`src/rtl/vdmc_pkg.sv`:
```
// shared constants and types for the video dac mode control block
package vdmc_pkg;
   localparam int          PIN_W        = 35;
   localparam int          ADDR_W       = 12;
   localparam logic [9:0]  CODE_ZERO    = 10'h000;
   localparam logic [9:0]  CODE_RED_BLK = 10'h040;
   localparam logic [9:0]  CODE_MID     = 10'h200;
   localparam logic [11:0] ADDR_CTRL    = 12'h000;
   localparam logic [11:0] ADDR_STATUS  = 12'h004;
   localparam logic [1:0]  RESP_OKAY    = 2'h0;
   localparam logic [1:0]  RESP_SLVERR  = 2'h2;
   localparam logic [31:0] CTRL_RST     = 32'h0000_0001;
   localparam int          CTRL_SAMP_EN = 0;
   localparam int          STB_VIDEO    = 0;
   localparam int          STB_BLANK    = 1;
   localparam int          STB_SYNC     = 2;
   localparam int          STB_SYNC_POS = 3;
   localparam int          STB_FMT_LO   = 4;
   localparam int          STB_FMT_HI   = 5;
   localparam int          STB_REDUCED  = 6;
   localparam int          STB_ALL_CH   = 7;
   localparam int          STB_PEND     = 8;

   typedef enum logic [1:0] {
      S_IDLE = 2'b01,
      S_WAIT = 2'b10
   } vdmc_samp_t;
endpackage

```
`src/rtl/vdmc_pin_sync.sv`:
```
// two-flop synchroniser for the control and data pins
`timescale 1ns/100ps
`default_nettype none
module vdmc_pin_sync #(
   parameter int W = 1
) (
   // clock and reset
   input  wire logic         aclk,
   input  wire logic         aresetn,
   // pins and their synchronised copies
   input  wire logic [W-1:0] pin_in,
   output logic      [W-1:0] pin_sync
);
   logic [W-1:0] meta_q;
   logic [W-1:0] meta_d;
   logic [W-1:0] sync_q;
   logic [W-1:0] sync_d;

   // first stage feeds only the second stage
   always_comb begin
      meta_d = pin_in;
      sync_d = meta_q;
   end

   always_ff @(posedge aclk) begin
      if (!aresetn) begin
         meta_q <= '0;
         sync_q <= '0;
      end else begin
         meta_q <= meta_d;
         sync_q <= sync_d;
      end
   end

   assign pin_sync = sync_q;
endmodule
`default_nettype wire

```
`src/rtl/vdmc_top.sv`:
```
// mode decode, config sampling and blank/sync control of the video dac
//
// Our own choices: the register offsets and the AXI4-Lite slave port.
`timescale 1ns/100ps
`default_nettype none
module vdmc_top
   import vdmc_pkg::*;
(
   // clock and reset
   input  wire logic        aclk,
   input  wire logic        aresetn,
   // control pins from the timing source
   input  wire logic        sync_n,
   input  wire logic        blank_n,
   input  wire logic        pulse_select,
   input  wire logic        config_pin_a,
   input  wire logic        config_pin_b,
   // pixel data
   input  wire logic [9:0]  pix_g,
   input  wire logic [9:0]  pix_b,
   input  wire logic [9:0]  pix_r,
   // dac codes
   output logic      [9:0]  green_luma_output,
   output logic      [9:0]  blue_pb_output,
   output logic      [9:0]  red_pr_output,
   // analog control
   output logic             video_mode,
   output logic             dc_bias_en,
   output logic             blank_active,
   output logic             sync_green,
   output logic             sync_rb,
   output logic             sync_positive,
   // active configuration
   output logic             format_select_hi,
   output logic             format_select_lo,
   output logic             reduced_range_select,
   output logic             all_channel_pulse_select,
   // axi4-lite write
   input  wire logic [11:0] s_axi_awaddr,
   input  wire logic        s_axi_awvalid,
   output logic             s_axi_awready,
   input  wire logic [31:0] s_axi_wdata,
   input  wire logic [3:0]  s_axi_wstrb,
   input  wire logic        s_axi_wvalid,
   output logic             s_axi_wready,
   output logic [1:0]       s_axi_bresp,
   output logic             s_axi_bvalid,
   input  wire logic        s_axi_bready,
   // axi4-lite read
   input  wire logic [11:0] s_axi_araddr,
   input  wire logic        s_axi_arvalid,
   output logic             s_axi_arready,
   output logic [31:0]      s_axi_rdata,
   output logic [1:0]       s_axi_rresp,
   output logic             s_axi_rvalid,
   input  wire logic        s_axi_rready
);

   function automatic logic [9:0] blank_code(input logic chroma,
                                             input logic reduced);
      if (chroma)
         return CODE_MID;
      return reduced ? CODE_RED_BLK : CODE_ZERO;
   endfunction

   logic [PIN_W-1:0] pins_raw;
   logic [PIN_W-1:0] pins_s;
   logic             sync_s, blank_s, pulse_s, cfg_a_s, cfg_b_s;
   logic             sync_req_s, blank_req_s;
   logic [9:0]       pg_s, pb_s, pr_s;

   // sync and blank enter inverted so cleared flops read idle, no false edge
   assign pins_raw = {~sync_n, ~blank_n, pulse_select, config_pin_a,
                      config_pin_b, pix_g, pix_b, pix_r};

   vdmc_pin_sync #(.W(PIN_W)) u_pins (
      .aclk     (aclk),
      .aresetn  (aresetn),
      .pin_in   (pins_raw),
      .pin_sync (pins_s)
   );
   assign {sync_req_s, blank_req_s, pulse_s, cfg_a_s, cfg_b_s,
           pg_s, pb_s, pr_s} = pins_s;
   assign sync_s  = !sync_req_s;
   assign blank_s = !blank_req_s;

   // control register
   logic [31:0] ctrl_q, ctrl_d;
   logic        samp_en;
   assign samp_en = ctrl_q[CTRL_SAMP_EN];

   // mode decode
   logic generic, det, sample_now;
   logic sync_prev_q, sync_prev_d;
   assign generic = sync_s & pulse_s;
   assign det     = sync_s ^ sync_prev_q;

   // config sampler
   vdmc_samp_t samp_q, samp_d;
   logic fmt_hi_q, fmt_hi_d, fmt_lo_q, fmt_lo_d;
   logic red_q, red_d, all_q, all_d;

   assign sample_now = (samp_q == S_WAIT) && !det && !generic && samp_en;

   always_comb begin
      samp_d      = samp_q;
      sync_prev_d = sync_s;
      fmt_hi_d    = fmt_hi_q;
      fmt_lo_d    = fmt_lo_q;
      red_d       = red_q;
      all_d       = all_q;
      unique case (samp_q)
         S_IDLE: begin
            if (det)
               samp_d = S_WAIT;
         end
         S_WAIT: begin
            if (!det)
               samp_d = S_IDLE;
         end
         default: samp_d = S_IDLE;
      endcase
      if (sample_now) begin
         if (sync_s) begin
            fmt_hi_d = cfg_a_s;
            fmt_lo_d = cfg_b_s;
         end else begin
            red_d = cfg_a_s;
            all_d = cfg_b_s;
         end
      end
   end

   always_ff @(posedge aclk) begin
      if (!aresetn) begin
         samp_q      <= S_IDLE;
         sync_prev_q <= 1'b1;
         fmt_hi_q    <= 1'b0;
         fmt_lo_q    <= 1'b0;
         red_q       <= 1'b0;
         all_q       <= 1'b0;
      end else begin
         samp_q      <= samp_d;
         sync_prev_q <= sync_prev_d;
         fmt_hi_q    <= fmt_hi_d;
         fmt_lo_q    <= fmt_lo_d;
         red_q       <= red_d;
         all_q       <= all_d;
      end
   end

   // effective configuration
   logic fmt_hi_e, fmt_lo_e, red_e, all_e, reduced, ycc;
   logic sync_act, blank_act;
   assign fmt_hi_e = generic ? cfg_a_s : fmt_hi_q;
   assign fmt_lo_e = generic ? cfg_b_s : fmt_lo_q;
   assign red_e    = !generic && red_q;
   assign all_e    = !generic && all_q;
   // select sense flips with the 4:2:2 formats
   assign reduced  = !generic && (red_q ^ fmt_hi_q);
   assign ycc      = fmt_hi_e | fmt_lo_e;
   assign sync_act = !sync_s;
   assign blank_act = sync_s && !blank_s;

   // output stage
   logic [9:0] g_q, g_d, b_q, b_d, r_q, r_d;
   logic video_q, video_d, bias_q, bias_d, blank_q, blank_d;
   logic syng_q, syng_d, synrb_q, synrb_d, synpos_q, synpos_d;
   logic ohi_q, ohi_d, olo_q, olo_d, ored_q, ored_d, oall_q, oall_d;

   always_comb begin
      video_d  = !generic;
      bias_d   = !generic;
      blank_d  = blank_act;
      syng_d   = sync_act;
      synrb_d  = sync_act && all_e;
      synpos_d = sync_act && pulse_s;
      ohi_d    = fmt_hi_e;
      olo_d    = fmt_lo_e;
      ored_d   = red_e;
      oall_d   = all_e;
      if (sync_act || blank_act) begin
         g_d = blank_code(1'b0, reduced);
         b_d = blank_code(ycc, reduced);
         r_d = blank_code(ycc, reduced);
      end else begin
         g_d = pg_s;
         b_d = pb_s;
         r_d = pr_s;
      end
   end

   always_ff @(posedge aclk) begin
      if (!aresetn) begin
         g_q      <= CODE_ZERO;
         b_q      <= CODE_ZERO;
         r_q      <= CODE_ZERO;
         video_q  <= 1'b0;
         bias_q   <= 1'b0;
         blank_q  <= 1'b0;
         syng_q   <= 1'b0;
         synrb_q  <= 1'b0;
         synpos_q <= 1'b0;
         ohi_q    <= 1'b0;
         olo_q    <= 1'b0;
         ored_q   <= 1'b0;
         oall_q   <= 1'b0;
      end else begin
         g_q      <= g_d;
         b_q      <= b_d;
         r_q      <= r_d;
         video_q  <= video_d;
         bias_q   <= bias_d;
         blank_q  <= blank_d;
         syng_q   <= syng_d;
         synrb_q  <= synrb_d;
         synpos_q <= synpos_d;
         ohi_q    <= ohi_d;
         olo_q    <= olo_d;
         ored_q   <= ored_d;
         oall_q   <= oall_d;
      end
   end

   assign green_luma_output        = g_q;
   assign blue_pb_output           = b_q;
   assign red_pr_output            = r_q;
   assign video_mode               = video_q;
   assign dc_bias_en               = bias_q;
   assign blank_active             = blank_q;
   assign sync_green               = syng_q;
   assign sync_rb                  = synrb_q;
   assign sync_positive            = synpos_q;
   assign format_select_hi         = ohi_q;
   assign format_select_lo         = olo_q;
   assign reduced_range_select     = ored_q;
   assign all_channel_pulse_select = oall_q;

   // axi4-lite slave; one write and one read in flight
   logic        awh_q, awh_d, wh_q, wh_d, bv_q, bv_d, rv_q, rv_d;
   logic [11:0] awa_q, awa_d;
   logic [31:0] wd_q, wd_d, rd_q, rd_d;
   logic [3:0]  ws_q, ws_d;
   logic [1:0]  br_q, br_d, rr_q, rr_d;
   logic [31:0] status;

   assign s_axi_awready = !awh_q && !bv_q;
   assign s_axi_wready  = !wh_q && !bv_q;
   assign s_axi_arready = !rv_q;

   always_comb begin
      status               = '0;
      status[STB_VIDEO]    = video_q;
      status[STB_BLANK]    = blank_q;
      status[STB_SYNC]     = syng_q;
      status[STB_SYNC_POS] = synpos_q;
      status[STB_FMT_LO]   = olo_q;
      status[STB_FMT_HI]   = ohi_q;
      status[STB_REDUCED]  = ored_q;
      status[STB_ALL_CH]   = oall_q;
      status[STB_PEND]     = (samp_q == S_WAIT);
   end

   always_comb begin
      awh_d  = awh_q;
      wh_d   = wh_q;
      awa_d  = awa_q;
      wd_d   = wd_q;
      ws_d   = ws_q;
      bv_d   = bv_q;
      br_d   = br_q;
      rv_d   = rv_q;
      rr_d   = rr_q;
      rd_d   = rd_q;
      ctrl_d = ctrl_q;
      if (s_axi_awvalid && s_axi_awready) begin
         awh_d = 1'b1;
         awa_d = s_axi_awaddr;
      end
      if (s_axi_wvalid && s_axi_wready) begin
         wh_d = 1'b1;
         wd_d = s_axi_wdata;
         ws_d = s_axi_wstrb;
      end
      if (awh_q && wh_q && !bv_q) begin
         awh_d = 1'b0;
         wh_d  = 1'b0;
         bv_d  = 1'b1;
         br_d  = RESP_OKAY;
         if (awa_q[11:2] == ADDR_CTRL[11:2]) begin
            for (int i = 0; i < 4; i++) begin
               if (ws_q[i])
                  ctrl_d[i*8 +: 8] = wd_q[i*8 +: 8];
            end
         end else if (awa_q[11:2] != ADDR_STATUS[11:2]) begin
            br_d = RESP_SLVERR;
         end
      end
      if (bv_q && s_axi_bready)
         bv_d = 1'b0;
      if (s_axi_arvalid && !rv_q) begin
         rv_d = 1'b1;
         rr_d = RESP_OKAY;
         rd_d = '0;
         if (s_axi_araddr[11:2] == ADDR_CTRL[11:2])
            rd_d = ctrl_q;
         else if (s_axi_araddr[11:2] == ADDR_STATUS[11:2])
            rd_d = status;
         else
            rr_d = RESP_SLVERR;
      end else if (rv_q && s_axi_rready) begin
         rv_d = 1'b0;
      end
   end

   always_ff @(posedge aclk) begin
      if (!aresetn) begin
         awh_q  <= 1'b0;
         wh_q   <= 1'b0;
         awa_q  <= '0;
         wd_q   <= '0;
         ws_q   <= '0;
         bv_q   <= 1'b0;
         br_q   <= RESP_OKAY;
         rv_q   <= 1'b0;
         rr_q   <= RESP_OKAY;
         rd_q   <= '0;
         ctrl_q <= CTRL_RST;
      end else begin
         awh_q  <= awh_d;
         wh_q   <= wh_d;
         awa_q  <= awa_d;
         wd_q   <= wd_d;
         ws_q   <= ws_d;
         bv_q   <= bv_d;
         br_q   <= br_d;
         rv_q   <= rv_d;
         rr_q   <= rr_d;
         rd_q   <= rd_d;
         ctrl_q <= ctrl_d;
      end
   end

   assign s_axi_bvalid = bv_q;
   assign s_axi_bresp  = br_q;
   assign s_axi_rvalid = rv_q;
   assign s_axi_rresp  = rr_q;
   assign s_axi_rdata  = rd_q;
endmodule
`default_nettype wire

```
`config.mk`:
```
export PLATFORM = sky130hd
export DESIGN_NAME = vdmc_top
export DESIGN_NICKNAME = d
export VERILOG_FILES = /design/src/rtl/vdmc_pkg.sv /design/src/rtl/vdmc_pin_sync.sv /design/src/rtl/vdmc_top.sv
export SDC_FILE = /design/constraint.sdc
export NUM_CORES = 1
export LEC_CHECK = 0
export ABC_AREA = 0
export BUFFER_PORTS_ARGS = -buffer_cell sky130_fd_sc_hd__buf_2
export CORE_MARGIN = 2
export CORE_UTILIZATION = 50
export DETAILED_ROUTE_END_ITERATION = 10
export PLACE_DENSITY_LB_ADDON = 0.25
export SLEW_MARGIN = 20
export SYNTH_ARGS = -nofsm -noshare
export SYNTH_HDL_FRONTEND = slang
export SYNTH_HIERARCHICAL = 1
export SYNTH_SLANG_ARGS = --single-unit
```
`constraint.sdc`:
```
create_clock -name aclk -period 5.3 [get_ports aclk]
set_clock_uncertainty 0.1 [all_clocks]
set_input_delay 0.265 -clock aclk [delete_from_list [all_inputs] [get_ports aclk]]
set_output_delay 0.265 -clock aclk [all_outputs]
set_load 0.02 [all_outputs]
```
; Word-level counts from Yosys, hierarchy flattened
; Index checks and enable logic that the tools add are counted.
[op_classes]
n_eq_ne = 6
muxes = 21
bitwise = 8
reduce_logical = 38
[op_table]
columns = operator, n
row1 = 2-to-1 mux 10 bit, 5
row2 = 2-to-1 mux 32 bit, 1
row3 = zero test 10 bit, 2
row4 = logical AND 1 bit, 18
row5 = 2-to-1 mux 2 bit, 6
row6 = AND reduction 3 bit, 4
row7 = "equality test 10 x 1 -> 1 bit, second input constant", 1
row8 = "!= test 10 x 1 -> 1 bit, second input constant", 1
row9 = 2-to-1 mux 9 bit, 1
row10 = zero test 1 bit, 7
row11 = 2-to-1 mux 7 bit, 1
row12 = 2-to-1 mux 1 bit, 6
row13 = AND reduction 2 bit, 3
row14 = "!= test 2 bit, second input constant", 2
row15 = inverter 1 bit, 4
row16 = case mux 2 bit (2 select lines), 1
row17 = OR reduction 2 bit, 2
row18 = "equality test 2 x 1 -> 1 bit, second input constant", 1
row19 = "equality test 2 bit, second input constant", 1
row20 = nonzero test 2 bit, 1
row21 = XOR 1 bit, 2
row22 = bitwise AND 1 bit, 1
row23 = logical OR 1 bit, 1
row24 = bitwise OR 1 bit, 1
[totals]
regBits = 236
inputBits = 102
output_inout_bits = 81
word_cells = 107

; Logic depth before layout (Yosys ltp)
[logic_depth]
ltp_word = 8
ltp_mapped = 6
mapped_depth_nobuf = 3

; Cells and area by module
; Netlist, hierarchy kept.
[by_module_without_submodules]
columns = mod, n_inst, cells_per_inst, area_per_inst_um2, seq_area_each_um2
row1 = vdmc_top, 1, 594, 5784.3, 3243.1
row2 = vdmc_pin_sync, 1, 147, 1928.1, 1401.3

; Least setup slack after synthesis
; Ideal clock, no wire load.
[synth_path]
kind = reg2reg
from = reg awa_q[7]
to = reg ctrl_q[0]
setup_ns = 0.072
arrival_time_ns = 1.753
required_ns = 5.128
setup_slack_ns = 3.375
stages_incl_launch_ff = 5
path_buffers = 1
synth_period_minus_slack_ns = 1.925
cell_sequence = dfxtp_1 or4_4 buf_6 nor4_4 mux2i_1
[synth_between]
elab_chain_cells = 2
[synth_lines]
columns = element, line_no
row1 = from (decl), vdmc_top.sv:241  ; logic [11:0] awa_q, awa_d;
row2 = from (signal assigned), vdmc_top.sv:332  ; awa_q <= awa_d;
row3 = zero test 10 bit, vdmc_top.sv:290  ; if (awa_q[11:2] == ADDR_CTRL[11:2]) begin
row4 = AND reduction 3 bit (no line), n/a
row5 = to (signal assigned), vdmc_top.sv:340  ; ctrl_q <= ctrl_d;
row6 = to (decl), vdmc_top.sv:88  ; logic [31:0] ctrl_q, ctrl_d;
; No other way between the ends.
; A chain may end at the register's enable or synchronous reset.

; Worst setup path after layout
[layout_path]
from = reg awa_q[4]
to = reg ctrl_q[14]
; Same word-level chain as after synthesis.

==> flow_summary.yaml <==
placed_design:
  port_buffers: 176
  dp_hpwl_um: 10200
  gp_congestion: 0.823
logic_synthesis:
  ys_seq_elements: 232
  synth_edf_count: 0
  netlist-cell-type-count: 43
  synth_area_leaders: "dfxtp_1, mux2i_1, nand2_1, and2_1, and2_2"
  syn_avg_cell_area_um2: 10.4
  yosysSeqAreaShare: 0.602
  synth_top_cell_by_area: "dfxtp_1"
  syn_area_um2: 7710
  synth_top_area_frac: 0.602
  postSynthCellCount: 741
  synth_most_common_cell: "dfxtp_1"
  synth_top_flop_cell: "dfxtp_1"
  async_reset_ff_frac: 0
  yosysWarnings: 6
  synthTopCellsByCount: "dfxtp_1, nand2_1, and2_1"
critical_path:
  crit_path_cell_trace: "or4_1 > nor4_4 > mux2i_1"
  startpoint_type: "register"
  cp_slowest_cell: "nor4_4"
  critPathArrivalTime_ns: 2.68
  r2r-end: "ctrl_q[14]"
  worstReg2RegStart: "awa_q[4]"
  crit_path_max_fanout: 8
  path_class: "register to register"
  slowest_delay_ns: 0.85
  reg2reg_slack_ns: 2.95
  ff2ff_path_depth: 3
  worst_ep_required_time_ns: 5.62
  endpoint_kind: "register"
min_path:
  min_path_type: "input pin to register"
  hp-start: "s_axi_araddr[3]"
  holdPathStages: 4
  whs_endpoint: "s_axi_rdata[30]"
timing:
  finalSetupViolCount: 0
  final_max_slew_viol_count: 0
  max_freq_ghz: 0.425
  post-route-period-util: 0.444
  hold_viol: 0
  setup_tns_ns: 0
  rsz0062_at_grt: "false"
  finalCriticalPeriod_ns: 2.35
  tightest_slew_ns: 1.08
  relSlewSlack: 0.277
power_and_ir_drop:
  p_leak_nw: 4.47
  ir_drop_uv: 266
  powerDensity_nw_per_um2: 358
clock_tree:
  insertion_delay_ns: 0.50
  cts_sinks: 232
  cts.clk_slew.worst_paths_ns: 0.06
  cts_resized: 0
  cts_tree: "yes"
  ctsRootBufferMaster: "clkbuf_16"
  cts_max_path_buffers: 3
  htreeDepth: 1
  cts_buffers: 23
global_routing:
  grt_antenna_before_repair: 0
  grt_max_degree: 106
  busiest_layer: "met2"
  grt_use_total: 0.204
  use_met3: 0.0455
  overflow: 0
  grt_util_met1: 0.259
  use_met2: 0.349
  first_global_vias: 5494
  grt_pass1_wl_um: 27100
floorplanning:
  initial_core_util: 0.509
  rows: 45
  die_h_um: 128
  core_region_area_um2: 15100
  io_pins: 183
  dieArea_um2: 16400
  die_w_um: 128
detailed_routing:
  first_iter_violations: 376
  drc: 0
  wl_per_cell_um: 14.1
  vias: 5789
  dr.pass1.iters: 4
  viasPerCell: 4.85
  final_antenna_net_count: 0
  wirelength_um: 16800
final_layout:
  nNetsFinal: 1090
  final_util: 0.680
  antenna_cells: 0
  synthToLayoutAreaGrowth_pct: 33.5
  drive_gt1_frac: 0.278
run:
  maxCapViolations: 0
run_status:
  status: "complete, no violations"
sequential cells by signal, indices dropped and copies added, names as in the netlist, 2 cells and up:
signal and flops:
s_axi_rdata 32, awa_q 10, u_pins/pin_sync 35, u_pins/meta_q 35
ws_q 4, wd_q 32, samp_q 2, ctrl_q 32
blue_pb_output 10, red_pr_output 10, green_luma_output 10
layout by cell type, fill, tap and decap left out, types with 6 or more instances in the layout:
| cell | n |
|---|---|
| a21oi_1 | 46 |
| a22o_1 | 22 |
| and2_1 | 56 |
| and2_2 | 43 |
| buf_2 | 175 |
| clkbuf_16 | 23 |
| clkbuf_8 | 6 |
| clkinv_2 | 6 |
| dfxtp_1 | 232 |
| dlygate4sd3_1 | 86 |
| inv_1 | 6 |
| mux2i_1 | 53 |
| nand2_1 | 139 |
| nand2b_1 | 6 |
| nor2_1 | 20 |
| o21ai_0 | 7 |
| o2bb2ai_1 | 9 |
| or3b_2 | 6 |
worst max-delay path, delay by kind of cell (launching register included):
kind	cells	cell delay, ns
simple gates	2	1.59
flops	1	0.31
mux	1	0.26
cells by family after synthesis:
| family | count (synthesis) | share of synthesized area |
|---|---|---|
| other | 1 | 0.000486 |
| AO/OA/AOI/OAI | 89 | 0.0748 |
| buffers and inverters | 52 | 0.0295 |
| flip-flops | 232 | 0.602 |
| AND/OR/NAND/NOR | 311 | 0.221 |
| multiplexers | 53 | 0.0688 |
| XOR/XNOR | 3 | 0.00341 |
cell type report:
class | instances | area, um2
Multi-Input combinational cell | 458 | 2860
Clock buffer | 32 | 669
Sequential cell | 232 | 4640
Clock inverter | 10 | 85.1
Inverter | 7 | 26.3
Fill cell | 1145 | 4850
Timing Repair Buffer | 266 | 1770
Tap cell | 188 | 235
through the flow:
step	cells	power, mW	setup slack [ns]	area (um2)	hold slack, ns
2_1_floorplan	742	2.02	3.37	7720	0.292
3_3_place_gp	1065	2.09	2.74	8680	0.305
3_5_place_dp	1065	2.09	2.74	8680	0.310
4_1_cts	1193	3.72	2.95	10300	0.00180
5_1_grt	1193	3.84	2.85	10300	0.0338
6_report	1193	3.68	2.95	10300	0.0277
what timing repair did:
| item | CTS | global route |
|---|---|---|
| hold endpoints to repair | 84 | 0 |
| hold buffers | 86 | 0 |
| setup buffers | 0 | 0 |
routing by layer:
| layer | wire (um) | part of all wire | up-vias |
|---|---|---|---|
| li1 | - | - | 2929 |
| met1 | 7450 | 0.44 | 2662 |
| met2 | 8080 | 0.48 | 166 |
| met3 | 925 | 0.055 | 32 |
| met4 | 370 | 0.022 | 0 |
| met5 | 0 | 0 | - |
power breakdown:
part,total [mW],internal [mW],switching [mW],leakage (nW)
clock network,1.58,0.933,0.647,0.377
logic,0.274,0.134,0.140,2.19
registers,1.83,1.80,0.0267,1.90
total,3.68,2.87,0.814,4.47
how the worst max path moves through the flow:
stage,start,endpoint
after global routing,awa_q[4],ctrl_q[14]
after CTS,awa_q[4],ctrl_q[10]
final,awa_q[4],ctrl_q[14]
after detailed placement,aresetn,s_axi_rdata[28]
after global placement,aresetn,s_axi_rdata[24]
after floorplan,awa_q[7],ctrl_q[0]
(Power assumes the default switching activity.)
